### src/rtl/mhb_pkg.sv
// Shared types and constants of the master parallel bus engine.
// Assumes a single 100 MHz clock with the bus rate made by an enable.
package mhb_pkg;

   // ----------------------------------------
   // Register map (byte offsets)
   // ----------------------------------------
   localparam logic [7:0] WIN_STRIDE = 8'h08;
   localparam logic [7:0] PEND_OFS   = 8'h40;
   localparam logic [7:0] EN_SET_OFS = 8'h44;
   localparam logic [7:0] EN_CLR_OFS = 8'h48;

   localparam logic [2:0] RK_NONE  = 3'h0;
   localparam logic [2:0] RK_CFG   = 3'h1;
   localparam logic [2:0] RK_TIM   = 3'h2;
   localparam logic [2:0] RK_PEND  = 3'h3;
   localparam logic [2:0] RK_ENSET = 3'h4;
   localparam logic [2:0] RK_ENCLR = 3'h5;

   // ----------------------------------------
   // Reset values and timing
   // ----------------------------------------
   localparam logic [31:0] CFG_RST  = 32'h0000_0000;
   localparam logic [31:0] TIM_RST  = 32'h0000_0000;
   localparam logic [1:0]  PEND_RST = 2'h0;
   localparam logic [1:0]  IRQ_RST  = 2'h0;
   localparam int          BUS_DIV  = 2;
   localparam int          PEND_TO  = 1;
   localparam int          PEND_UM  = 0;

   // ----------------------------------------
   // Field layouts
   // ----------------------------------------
   typedef struct packed {
      logic        addrIncInhibit;
      logic [1:0]  waitEnable;
      logic        dmaWaitEnable;
      logic        sharedBus;
      logic        byteOrder;
      logic        widthSelect;
      logic        valid;
      logic [11:0] compareMask;
      logic [11:0] base;
   } mhb_win_cfg_t;

   typedef struct packed {
      logic       readHold;
      logic       dmaPolarity;
      logic       waitPolarity;
      logic       selectPolarity;
      logic       latchEdge;
      logic       wrDelay;
      logic       timeoutEnable;
      logic [1:0] prescaler;
      logic [2:0] idleClocks;
      logic [7:0] timeoutClocks;
      logic [1:0] wrHoldClocks;
      logic [3:0] readSampleDelay;
      logic [1:0] latchHoldClocks;
      logic [1:0] latchWidthClocks;
      logic [1:0] latchSetupClocks;
   } mhb_win_tim_t;

   typedef struct packed {
      logic        wr;
      logic        rd;
      logic [7:0]  addr;
      logic [31:0] data;
   } mhb_reg_req_t;

   typedef struct packed {
      logic        start;
      logic        write;
      logic [23:0] addr;
      logic [15:0] data;
   } mhb_acc_req_t;

   typedef struct packed {
      logic [22:0] addr;
      logic        latch;
      logic        rdN;
      logic        wrN;
      logic [15:0] data;
      logic        dataOe;
   } mhb_pins_t;

   typedef enum logic [7:0] {
      ST_IDLE  = 8'h01,
      ST_ARM   = 8'h02,
      ST_SETUP = 8'h04,
      ST_LATCH = 8'h08,
      ST_LHOLD = 8'h10,
      ST_DATA  = 8'h20,
      ST_HOLD  = 8'h40,
      ST_GAP   = 8'h80
   } mhb_state_t;

endpackage : mhb_pkg

### src/rtl/mhb_master_engine.sv
// Master parallel bus engine: internal accesses to external strobes.
// Assumes synchronous pins and a master keeping accStart off while busy.
//
// Added by the designer: the register addresses and the strobed register port.
`timescale 1ns/1ps
`default_nettype none
module mhb_master_engine
   import mhb_pkg::*;
#(
   parameter int NWIN = 4
)
(
   input  wire logic            ref_clk,
   input  wire logic            rstn,
   input  wire mhb_reg_req_t    regReq,
   output var  logic [31:0]     regRdData,
   input  wire mhb_acc_req_t    accReq,
   output var  logic            accBusy,
   output var  logic            accDone,
   output var  logic            accTimedOut,
   output var  logic [15:0]     accRdData,
   input  wire logic [15:0]     busDataIn,
   input  wire logic            waitPinIn,
   input  wire logic            dmaReqIn,
   output var  mhb_pins_t       busPins,
   output var  logic [NWIN-1:0] windowSelectOut,
   output var  logic            irqOut
);

   localparam int WIX = (NWIN > 1) ? $clog2(NWIN) : 1;

   typedef struct packed {
      mhb_state_t                st;
      mhb_win_cfg_t [NWIN-1:0]   cfg;
      mhb_win_tim_t [NWIN-1:0]   tim;
      logic [1:0]                pend;
      logic [1:0]                irqEn;
      logic                      tick;
      logic                      held;
      mhb_acc_req_t              acc;
      logic [WIX-1:0]            win;
      logic [7:0]                cnt;
      logic [7:0]                toCnt;
      logic [31:0]               rdData;
      logic                      done;
      logic                      timedOut;
      logic [15:0]               accData;
      logic                      selAct;
      logic                      latchAct;
      mhb_pins_t                 pins;
      logic [NWIN-1:0]           sel;
      logic                      irq;
   } mhb_core_t;

   mhb_core_t    s;
   mhb_core_t    next_s;
   mhb_win_cfg_t c;
   mhb_win_tim_t t;
   logic         waitAct;
   logic         dmaSync;
   logic         toHit;
   logic         dWaitOn;
   logic         aWaitOn;
   logic         anyHit;
   logic [WIX-1:0] hitIx;

   // ----------------------------------------
   // Helpers
   // ----------------------------------------
   function automatic logic [2:0] regKind(input logic [7:0] a);
      logic [2:0] k;
      k = RK_NONE;
      if (a[1:0] != 2'h0)
         k = RK_NONE;
      else if (a == PEND_OFS)
         k = RK_PEND;
      else if (a == EN_SET_OFS)
         k = RK_ENSET;
      else if (a == EN_CLR_OFS)
         k = RK_ENCLR;
      else if ({3'h0, a[7:3]} < 8'(NWIN))
         k = a[2] ? RK_TIM : RK_CFG;
      return k;
   endfunction : regKind

   // Zero counts still last one bus clock so every phase is visible
   function automatic logic [7:0] ld(input logic [3:0] v, input logic [1:0] ps);
      logic [7:0] x;
      x = {4'h0, v} << ps;
      return (x == 8'h00) ? 8'h00 : x - 8'h01;
   endfunction : ld

   // Byte swap is its own inverse, so reads and writes share it
   function automatic logic [15:0] fmt(input logic [15:0] d, input mhb_win_cfg_t w);
      logic [15:0] r;
      r = w.byteOrder ? {d[7:0], d[15:8]} : d;
      if (!w.widthSelect)
         r = {8'h00, d[7:0]};
      return r;
   endfunction : fmt

   function automatic logic hit(input mhb_win_cfg_t w, input logic [11:0] a);
      return w.valid && (((a ^ w.base) & w.compareMask) == 12'h000);
   endfunction : hit

   // ----------------------------------------
   // Pin samplers
   // ----------------------------------------
   mhb_pin_sync u_dma_sync (
      .ref_clk   (ref_clk),
      .rstn      (rstn),
      .tick      (s.tick),
      .pinIn     (dmaReqIn),
      .activeLow (t.dmaPolarity),
      .level     (dmaSync)
   );

   mhb_pin_sync u_wait_sync (
      .ref_clk   (ref_clk),
      .rstn      (rstn),
      .tick      (s.tick),
      .pinIn     (waitPinIn),
      .activeLow (t.waitPolarity),
      .level     (waitAct)
   );

   assign c       = s.cfg[s.win];
   assign t       = s.tim[s.win];
   assign toHit   = t.timeoutEnable && (s.toCnt >= t.timeoutClocks);
   assign dWaitOn = c.waitEnable[0] || t.timeoutEnable;
   assign aWaitOn = c.waitEnable[1] || t.timeoutEnable;

   // Lowest numbered matching window wins
   always_comb
   begin
      anyHit = 1'b0;
      hitIx  = '0;
      for (int i = NWIN - 1; i >= 0; i--)
      begin
         if (hit(s.cfg[i], s.acc.addr[23:12]))
         begin
            anyHit = 1'b1;
            hitIx  = WIX'(i);
         end
      end
   end

   // ----------------------------------------
   // Next state
   // ----------------------------------------
   always_comb
   begin
      logic goData;
      logic finish;
      logic tmo;
      logic [2:0] k;
      goData = 1'b0;
      finish = 1'b0;
      tmo    = 1'b0;
      k      = regKind(regReq.addr);
      next_s = s;
      next_s.tick = ~s.tick;
      next_s.done = 1'b0;
      next_s.rdData = 32'h0000_0000;

      if (regReq.rd)
      begin
         case (k)
            RK_CFG:   next_s.rdData = s.cfg[regReq.addr[3+:WIX]];
            RK_TIM:   next_s.rdData = s.tim[regReq.addr[3+:WIX]];
            RK_PEND:  next_s.rdData = {30'h0, s.pend};
            RK_ENSET,
            RK_ENCLR: next_s.rdData = {30'h0, s.irqEn};
            default:  next_s.rdData = 32'h0000_0000;
         endcase
      end
      if (regReq.wr)
      begin
         case (k)
            RK_CFG:   next_s.cfg[regReq.addr[3+:WIX]] = regReq.data;
            RK_TIM:   next_s.tim[regReq.addr[3+:WIX]] = regReq.data;
            RK_PEND:  next_s.pend = s.pend & ~regReq.data[1:0];
            RK_ENSET: next_s.irqEn = s.irqEn | regReq.data[1:0];
            RK_ENCLR: next_s.irqEn = s.irqEn & ~regReq.data[1:0];
            default:  next_s.irqEn = s.irqEn;
         endcase
      end

      if (accReq.start && !s.held)
      begin
         next_s.held = 1'b1;
         next_s.acc  = accReq;
      end

      if (s.tick)
      begin
         case (s.st)
            ST_IDLE:
               if (s.held)
               begin
                  if (!anyHit)
                  begin
                     next_s.pend[PEND_UM] = 1'b1;
                     next_s.done     = 1'b1;
                     next_s.held     = 1'b0;
                     next_s.timedOut = 1'b0;
                     next_s.accData  = 16'h0000;
                  end
                  else
                  begin
                     next_s.win = hitIx;
                     next_s.st  = ST_ARM;
                  end
               end
            ST_ARM:
               if (!c.dmaWaitEnable || dmaSync)
               begin
                  next_s.selAct    = 1'b1;
                  next_s.pins.addr = s.acc.addr[22:0];
                  next_s.toCnt     = 8'h00;
                  if (c.sharedBus)
                  begin
                     next_s.st          = ST_SETUP;
                     next_s.cnt         = ld({2'h0, t.latchSetupClocks}, t.prescaler);
                     next_s.pins.data   = s.acc.addr[15:0];
                     next_s.pins.dataOe = 1'b1;
                  end
                  else
                     goData = 1'b1;
               end
            ST_SETUP:
               if (s.cnt != 8'h00)
                  next_s.cnt = s.cnt - 8'h01;
               else
               begin
                  next_s.st       = ST_LATCH;
                  next_s.latchAct = 1'b1;
                  next_s.cnt = ld({2'h0, t.latchWidthClocks} + 4'h1, t.prescaler);
               end
            ST_LATCH:
               if (s.cnt != 8'h00)
                  next_s.cnt = s.cnt - 8'h01;
               else
               begin
                  next_s.st       = ST_LHOLD;
                  next_s.latchAct = 1'b0;
                  next_s.cnt = ld({2'h0, t.latchHoldClocks}, t.prescaler);
               end
            ST_LHOLD:
               if (s.cnt != 8'h00)
                  next_s.cnt = s.cnt - 8'h01;
               else if (aWaitOn && waitAct && toHit)
               begin
                  tmo    = 1'b1;
                  finish = 1'b1;
               end
               else if (aWaitOn && waitAct)
                  next_s.toCnt = s.toCnt + 8'h01;
               else
                  goData = 1'b1;
            ST_DATA:
            begin
               next_s.pins.wrN = !s.acc.write;
               if (s.cnt != 8'h00)
                  next_s.cnt = s.cnt - 8'h01;
               else if (dWaitOn && waitAct && toHit)
               begin
                  tmo    = 1'b1;
                  finish = 1'b1;
               end
               else if (dWaitOn && waitAct)
                  next_s.toCnt = s.toCnt + 8'h01;
               else if (s.acc.write)
               begin
                  next_s.pins.wrN = 1'b1;
                  next_s.st  = ST_HOLD;
                  next_s.cnt = ld({2'h0, t.wrHoldClocks}, t.prescaler);
               end
               else
               begin
                  next_s.accData = fmt(busDataIn, c);
                  if (t.readHold)
                  begin
                     next_s.st  = ST_HOLD;
                     next_s.cnt = 8'h00;
                  end
                  else
                     finish = 1'b1;
               end
            end
            ST_HOLD:
               if (s.cnt != 8'h00)
                  next_s.cnt = s.cnt - 8'h01;
               else
                  finish = 1'b1;
            ST_GAP:
               if (s.cnt != 8'h00)
                  next_s.cnt = s.cnt - 8'h01;
               else
                  next_s.st = ST_IDLE;
            default:
               next_s.st = ST_IDLE;
         endcase
      end

      if (goData)
      begin
         next_s.st          = ST_DATA;
         next_s.cnt = ld(t.readSampleDelay, t.prescaler) + {7'h00, s.acc.write && t.wrDelay};
         next_s.toCnt       = 8'h00;
         next_s.pins.rdN    = s.acc.write;
         next_s.pins.wrN    = !(s.acc.write && !t.wrDelay);
         next_s.pins.dataOe = s.acc.write;
         next_s.pins.data   = fmt(s.acc.data, c);
      end
      if (finish)
      begin
         next_s.selAct      = 1'b0;
         next_s.latchAct    = 1'b0;
         next_s.pins.rdN    = 1'b1;
         next_s.pins.wrN    = 1'b1;
         next_s.pins.dataOe = 1'b0;
         next_s.done        = 1'b1;
         next_s.held        = 1'b0;
         next_s.timedOut    = tmo;
         if (tmo)
            next_s.pend[PEND_TO] = 1'b1;
         if (t.idleClocks == 3'h0)
            next_s.st = ST_IDLE;
         else
         begin
            next_s.st  = ST_GAP;
            next_s.cnt = ld({1'h0, t.idleClocks}, t.prescaler);
         end
      end

      next_s.irq = |(next_s.pend & next_s.irqEn);
      next_s.pins.latch = next_s.latchAct ^ next_s.tim[next_s.win].latchEdge;
      for (int i = 0; i < NWIN; i++)
         next_s.sel[i] = (next_s.selAct && next_s.win == WIX'(i)) ^ next_s.tim[i].selectPolarity;
   end

   always_ff @(posedge ref_clk)
   begin
      if (!rstn)
      begin
         s          <= '0;
         s.st       <= ST_IDLE;
         s.pins.rdN <= 1'b1;
         s.pins.wrN <= 1'b1;
      end
      else
         s <= next_s;
   end

   assign regRdData       = s.rdData;
   assign accBusy         = s.held;
   assign accDone         = s.done;
   assign accTimedOut     = s.timedOut;
   assign accRdData       = s.accData;
   assign busPins         = s.pins;
   assign windowSelectOut = s.sel;
   assign irqOut          = s.irq;
endmodule : mhb_master_engine
`default_nettype wire

### src/rtl/mhb_pin_sync.sv
// Bus-rate sampler for one external request or wait pin.
// Assumes the pin is synchronous to ref_clk and tick is the bus enable.
`timescale 1ns/1ps
`default_nettype none
module mhb_pin_sync
(
   input  wire logic ref_clk,
   input  wire logic rstn,
   input  wire logic tick,
   input  wire logic pinIn,
   input  wire logic activeLow,
   output var  logic level
);

   typedef struct packed {
      logic level;
   } mhb_sync_t;

   mhb_sync_t s;
   mhb_sync_t next_s;

   always_comb
   begin
      next_s = s;
      if (tick)
      begin
         next_s.level = pinIn ^ activeLow;
      end
   end

   always_ff @(posedge ref_clk)
   begin
      if (!rstn)
         s <= '0;
      else
         s <= next_s;
   end

   assign level = s.level;
endmodule : mhb_pin_sync
`default_nettype wire

### config.mk
export PLATFORM = sky130hd
export DESIGN_NAME = mhb_master_engine
export DESIGN_NICKNAME = d
export VERILOG_FILES = /design/src/rtl/mhb_pkg.sv /design/src/rtl/mhb_master_engine.sv /design/src/rtl/mhb_pin_sync.sv
export SDC_FILE = /design/constraint.sdc
export NUM_CORES = 1
export LEC_CHECK = 0
export BUFFER_PORTS_ARGS = -buffer_cell sky130_fd_sc_hd__buf_2
export CAP_MARGIN = 30
export CORE_MARGIN = 1.5
export CORE_UTILIZATION = 65
export CTS_CLUSTER_SIZE = 24
export DETAILED_ROUTE_END_ITERATION = 6
export PLACE_DENSITY = 0.95
export SLEW_MARGIN = 20
export SYNTH_ARGS = -nofsm -noshare
export SYNTH_HDL_FRONTEND = slang
export SYNTH_SLANG_ARGS = --single-unit
### constraint.sdc
create_clock -name ref_clk -period 10.5 [get_ports ref_clk]
set_clock_uncertainty 0.15 [all_clocks]
set_input_delay 0 -clock ref_clk [delete_from_list [all_inputs] [get_ports ref_clk]]
set_output_delay 0 -clock ref_clk [all_outputs]
set_load 0.005 [all_outputs]
* Word level (Yosys, flattened, before mapping)
Cells that the tools add are included.
Storage, ports and cells: register bits 432, output and inout port bits 99, memories 0, RAM bits 0, latch bits 0, ROM bits 0
Operators by class: shifts and indexed selects 6, equal/unequal tests 43, multiplexer cells 144, magnitude comparators 6, bitwise logic cells 22, div/mod/pow operators 0, $add $sub $neg 10, multipliers 0, reduce and logical (&&, ||, !) cells 65
Operators by type and width (count):
- 32-bit binary-select mux with 2-bit select | 5
- 8-bit 2-to-1 mux | 37
- 128-bit bitwise mux | 2
- 16-bit 2-to-1 mux | 11
- 132-bit 2-to-1 mux | 1
- 128-bit 2-to-1 mux | 1
- 32-bit 2-to-1 mux | 4
- 32-bit one-hot mux with 4 select lines | 1
- 18-bit 2-to-1 mux | 5
- 43-bit 2-to-1 mux | 2
- 32-bit demux with 2-bit select | 1
- 8-bit one-hot mux with 7 select lines | 1
- 8-bit by 1-bit subtractor with 8-bit output, second input constant | 7
- 17-bit 2-to-1 mux | 3
- 12-bit bitwise AND | 4
- 12-bit zero test | 4
- 8-bit zero test | 6
- 12-bit bitwise XOR | 4
- 23-bit 2-to-1 mux | 2
- 1-bit 2-to-1 mux | 41
- 4-bit != test, second input constant | 10
- 8-bit one-hot mux with 5 select lines | 1
- 8-bit by 7-bit equality test with 1-bit output, second input constant | 4
- 16-bit one-hot mux with 2 select lines | 1
- other kinds (55) | 138

* Longest topological paths before layout
depth in word-level cells 15, depth in mapped cells 19

* Cells and area by module
A second synthesis with hierarchy kept.
Second synthesis, totals: cells, all modules 2739, area total of the unflattened synthesis 22495.3 um^2
By module, submodules not included:
- mhb_master_engine | cells an instance 2731, instances 1, area an instance 22417.8 um^2
- mhb_pin_sync | cells an instance 4, instances 2, area an instance 38.8 um^2

* Worst setup path after synthesis
OpenSTA, ideal clock, no wires.
kind register to register, start register s[117] (netlist name), end register s[105] (netlist name), clock period less this slack 4411 ps, arrival time 4137 ps, path slack 6089 ps, stages on the path, launching flop included 18, required time 10227 ps, path through dfxtp_1 -> buf_2 -> buf_4 -> buf_4 -> buf_2 -> buf_1 -> mux4_2 -> inv_1 -> ha_1 -> a21oi_1 -> o21ai_0 -> a41oi_1 -> o221ai_1 -> a2111oi_4 -> and3_4 -> nand4_1 -> xor2_1 -> nor2_1
On the way: cells in the longest elaborated chain, start to end 10, elaborated cells on any way between the ends 28
Ends and longest elaborated chain:
- start: declaration | RTL line mhb_master_engine.sv:55 | mhb_core_t s;
- start signal: assignment | RTL line mhb_master_engine.sv:353 | s <= next_s;
- 32-bit binary-select mux with 2-bit select, on equally long branches | RTL line mhb_master_engine.sv:128, mhb_master_engine.sv:127
- 32-bit 2-to-1 mux (not written as such) / 31-bit 2-to-1 mux (equally long branches) | RTL line mhb_master_engine.sv:128, mhb_master_engine.sv:127
- 8-bit >= comparator / 1-bit logical OR (equally long branches) | RTL line mhb_master_engine.sv:129, mhb_master_engine.sv:131
- 1-bit logical AND, on equally long branches | RTL line mhb_master_engine.sv:129, mhb_master_engine.sv:252, mhb_master_engine.sv:257
- 1-bit logical AND / 1-bit 2-to-1 mux (equally long branches) | RTL line mhb_master_engine.sv:252, mhb_master_engine.sv:257
- 1-bit 2-to-1 mux | RTL line mhb_master_engine.sv:252 | else if (aWaitOn && waitAct && toHit)
- 1-bit 2-to-1 mux | RTL line mhb_master_engine.sv:250 | if (s.cnt != 8'h00)
- 1-bit one-hot mux with 2 select lines | RTL line mhb_master_engine.sv:197 | case (s.st)
- 1-bit 2-to-1 mux | RTL line mhb_master_engine.sv:195 | if (s.tick)
- 2-bit OR reduction (no line)
Parallel ways exist; a longest one is shown, timed or not. The select of a mux whose other input is x is not followed. A chain may end at the register's enable or synchronous reset.

* Worst setup path after layout
start register s[117] (netlist name), end register s[110] (netlist name)
On the way: cells in the longest elaborated chain, start to end 14, elaborated cells on any way between the ends 72
Ends and longest elaborated chain:
- 32-bit binary-select mux with 2-bit select | RTL line mhb_master_engine.sv:128 | assign t = s.tim[s.win];
- 32-bit 2-to-1 mux (not written as such) | RTL line mhb_master_engine.sv:128
- 2-bit by 2-bit left shift with 8-bit output | RTL line mhb_master_engine.sv:89 | x = {4'h0, v} << ps;
- 8-bit by 1-bit subtractor with 8-bit output / 8-bit zero test (equally long branches) | RTL line mhb_master_engine.sv:90 | return (x == 8'h00) ? 8'h00 : x - 8'h01;
- 8-bit 2-to-1 mux | RTL line mhb_master_engine.sv:90
- 8-bit 2-to-1 mux | RTL line mhb_master_engine.sv:273 | else if (s.acc.write)
- 8-bit 2-to-1 mux | RTL line mhb_master_engine.sv:271 | else if (dWaitOn && waitAct)
- 16-bit 2-to-1 mux | RTL line mhb_master_engine.sv:266 | else if (dWaitOn && waitAct && toHit)
- 8-bit 2-to-1 mux | RTL line mhb_master_engine.sv:264 | if (s.cnt != 8'h00)
- 8-bit one-hot mux with 5 select lines | RTL line mhb_master_engine.sv:197
- 18-bit 2-to-1 mux | RTL line mhb_master_engine.sv:195
- 16-bit 2-to-1 mux | RTL line mhb_master_engine.sv:306 | if (goData)
- 8-bit 2-to-1 mux | RTL line mhb_master_engine.sv:328 | if (t.idleClocks == 3'h0)
- 8-bit 2-to-1 mux (*) | RTL line mhb_master_engine.sv:316 | if (finish)
Mark *: on every way between the ends. The rest lies on a longest branch, timed or not. The select of a mux whose other input is x is not followed.

==> results.py <==
metrics = {
    "routing": {
        "met2WireLength_um": 36700,
        "post_drt_wl_per_cell_um": 25.2,
        "maxUsedRoutingLayer": "met5",
        "wl_met3_um": 11800,
        "drtIter0Drc": 4119,
        "postRouteAntennaNets": 0,
        "first_pass_iters": 7,
        "wl_um": 83900,
        "drc": 10,
        "routed-via-count": 22900,
        "m1WireLength_um": 27900,
        "via_per_inst": 6.86,
    },
    "worst_setup_path": {
        "critPathCaptureType": "register",
        "crit_required_ns": 10.82,
        "crit_path_max_fanout": 35,
        "critPathKind": "reg -> reg",
        "startpoint_type": "register",
        "r2r_cells": 10,
        "crit_start": "s[117]",
        "r2r-start": "s[117]",
        "crit_end": "s[110]",
        "cp.arrival_ns": 5.11,
        "r2r_slack_ns": 5.70,
        "r2r_end": "s[110]",
    },
    "timing": {
        "maxSlewHeadroom_pct": 24.4,
        "tightest_slew_ns": 1.13,
        "slew_violations": 0,
        "min_period_over_period_pct": 45.7,
        "fin_setup_tns_ns": 0,
        "setup_violations": 0,
        "worst_slack_ns": 5.70,
        "hold_viol": 1,
        "hold-worst-slack_ns": -0.0213,
        "rsz0062_at_grt": "false",
        "fmax_ghz": 0.209,
        "fin_crit_ns": 4.80,
    },
    "global_routing": {
        "antenna_found_initial": 12,
        "grt_pass1_vias": 22100,
        "grt.total_usage_pct": 44.1,
        "grt_pass1_wl_um": 125000,
        "grt_overflow": 0,
        "grt_max_degree": 227,
    },
    "logic_synthesis": {
        "synth.yosys.seq_area_share_pct": 37.2,
        "synth_top_area_share_pct": 37.2,
        "synth.area.top_cells": "dfxtp_1 37%, nand2_1 13%, a21boi_0 10%",
        "synth_edf_count": 0,
        "synthDistinctLibCells": 76,
        "synthCells": 2716,
        "synth-async-reset-ratio_pct": 0,
        "yosysWarnings": 0,
        "ys_seq_elements": 431,
        "synth_common_cells": "782 x nand2_1, 431 x dfxtp_1, 317 x a21boi_0",
        "yosysTopAreaCell": "dfxtp_1",
        "synth_fp_nets": 2841,
        "synth_top_flop_cell": "dfxtp_1",
        "synth.avg_cell_area_um2": 8.55,
        "synth.most_common_cell": "nand2_1",
        "synth_area_um2": 23200,
    },
    "clock_tree": {
        "cts_hold_buf": 155,
        "cts_buffers": 44,
        "cts_tree": "done",
        "post_cts_buffers": 0,
        "htreeDepth": 2,
        "clkTransAtPathRegs_ns": 0.07,
        "cts_root_buffer": "clkbuf_16",
        "ctsResizeCount": 0,
        "cts_sinks": 431,
        "ctsLongestPathBuffers": 3,
        "clk_latency_ns": 0.60,
    },
    "cells_and_area": {
        "fin_nets": 2956,
        "multi_input_area_um2": 12800,
        "area_growth_pct": 14.2,
        "drive_above_1_share_pct": 15.6,
        "ff_latch_area_um2": 8630,
        "utilization_pct": 74.9,
        "fillerInstances": 2183,
    },
    "floorplan": {
        "num_io_pins": 203,
        "die_h_um": 192,
        "start_util_pct": 65.6,
        "die-area_um2": 36900,
        "core-area_um2": 35400,
        "die_x_um": 192,
        "std_cell_rows": 69,
    },
    "placed_design": {
        "place_hpwl_um": 49600,
        "io_buffers": 202,
        "place_ws_ns": 5.86,
        "place_congestion": 0.967,
    },
    "outcome": {
        "violations": "design-rule violations, negative hold slack",
        "outcome": "finished with violations",
    },
    "power_and_ir_drop": {
        "leakage_nw": 9.63,
        "peakVddDrop_uv": 166,
        "p_per_area_nw_per_um2": 130,
    },
    "flow_run": {
        "cap_violations": 0,
    },
    "min_path": {
        "hp-class": "in -> reg",
        "whs_path_depth": 3,
    },
}
[power breakdown]
part           internal [W]  switching [W]
clock network      0.000855       0.000706
logic              0.000101       0.000122
registers           0.00165      0.0000228
[cell families after synthesis]
| logic type | Yosys count | synth area share [%] |
|---|---|---|
| simple gates | 1091 | 19.9 |
| compound gates | 583 | 18.3 |
| flops | 431 | 37.2 |
| buf+inv | 347 | 7.86 |
| mux | 169 | 12.9 |
| xor+xnor | 74 | 2.79 |
| fa+ha+maj | 21 | 1.13 |
[flip-flops by register name, summed over array words and instances, names as in the netlist, 4 cells and up]
signal / count
busPins: 43
accRdData: 16
windowSelectOut: 4
s: 330
regRdData: 32
[layout by cell type (no fill, tap or decap), types with 35 or more instances in the layout]
| cell type | synthesis | routed |
|---|---|---|
| a21boi_0 | 317 | 317 |
| nor2b_1 | 43 | 42 |
| dlygate4sd3_1 | 0 | 155 |
| dfxtp_1 | 431 | 429 |
| clkbuf_16 | 0 | 44 |
| a22oi_1 | 53 | 53 |
| buf_2 | 27 | 199 |
| nor2_1 | 106 | 102 |
| nand2_1 | 782 | 782 |
| a21oi_1 | 54 | 54 |
| xor2_1 | 60 | 60 |
| o21ai_0 | 42 | 42 |
| mux2i_1 | 59 | 59 |
| mux4_2 | 103 | 103 |
| nand3_1 | 36 | 35 |
[layout make-up]
class | instances | area share [%]
timing repair buffer | 390 | 11.1
multi-input combinational | 1938 | 48.4
clock inverter | 18 | 0.661
inverter | 26 | 0.368
sequential | 431 | 32.6
tap | 461 | 2.18
antenna | 7 | 0.0661
clock buffer | 59 | 4.63
[worst min-delay path by stage]
stage	startpoint	end	slack (ns)
2_1_floorplan	accReq[41]	accBusy	-0.01
3_3_place_gp	accReq[31]	s[149]	0.11
3_5_place_dp	accReq[30]	s[148]	0.11
4_1_cts	regReq[36]	regRdData[4]	0.02
5_1_grt	regReq[36]	regRdData[4]	0.04
6_report	rstn	busPins[2]	-0.02
[per-stage QoR]
step                      total power [W]  hold WS [ns]  std cells  area [um2]
final                             0.00345       -0.0213       3330       26500
after global routing              0.00352        0.0405       3329       26500
after CTS                         0.00341        0.0153       3316       26300
after detailed placement          0.00186         0.115       3084       23400
after global placement            0.00186         0.105       3083       23400
after floorplan                   0.00181       -0.0122       2716       23200
[critical path, cell delays in order (launching register included)]
cell and delay, ns:
dfxtp_2 0.61, buf_4 0.52, mux4_2 0.91, nor2_2 0.51, nand2_1 0.19, ha_1 0.28, a311oi_1 0.59, a21oi_1 0.23
a211oi_1 0.30, o22ai_1 0.12, a21boi_0 0.21
[routing by layer]
metal	vias up	global-route usage (%)
met1	10600	52.0
met3	658	13.3
met2	2128	67.7
met5	-	0
li1	9483	-
met4	10	33.2
(Power assumes the default switching activity.)
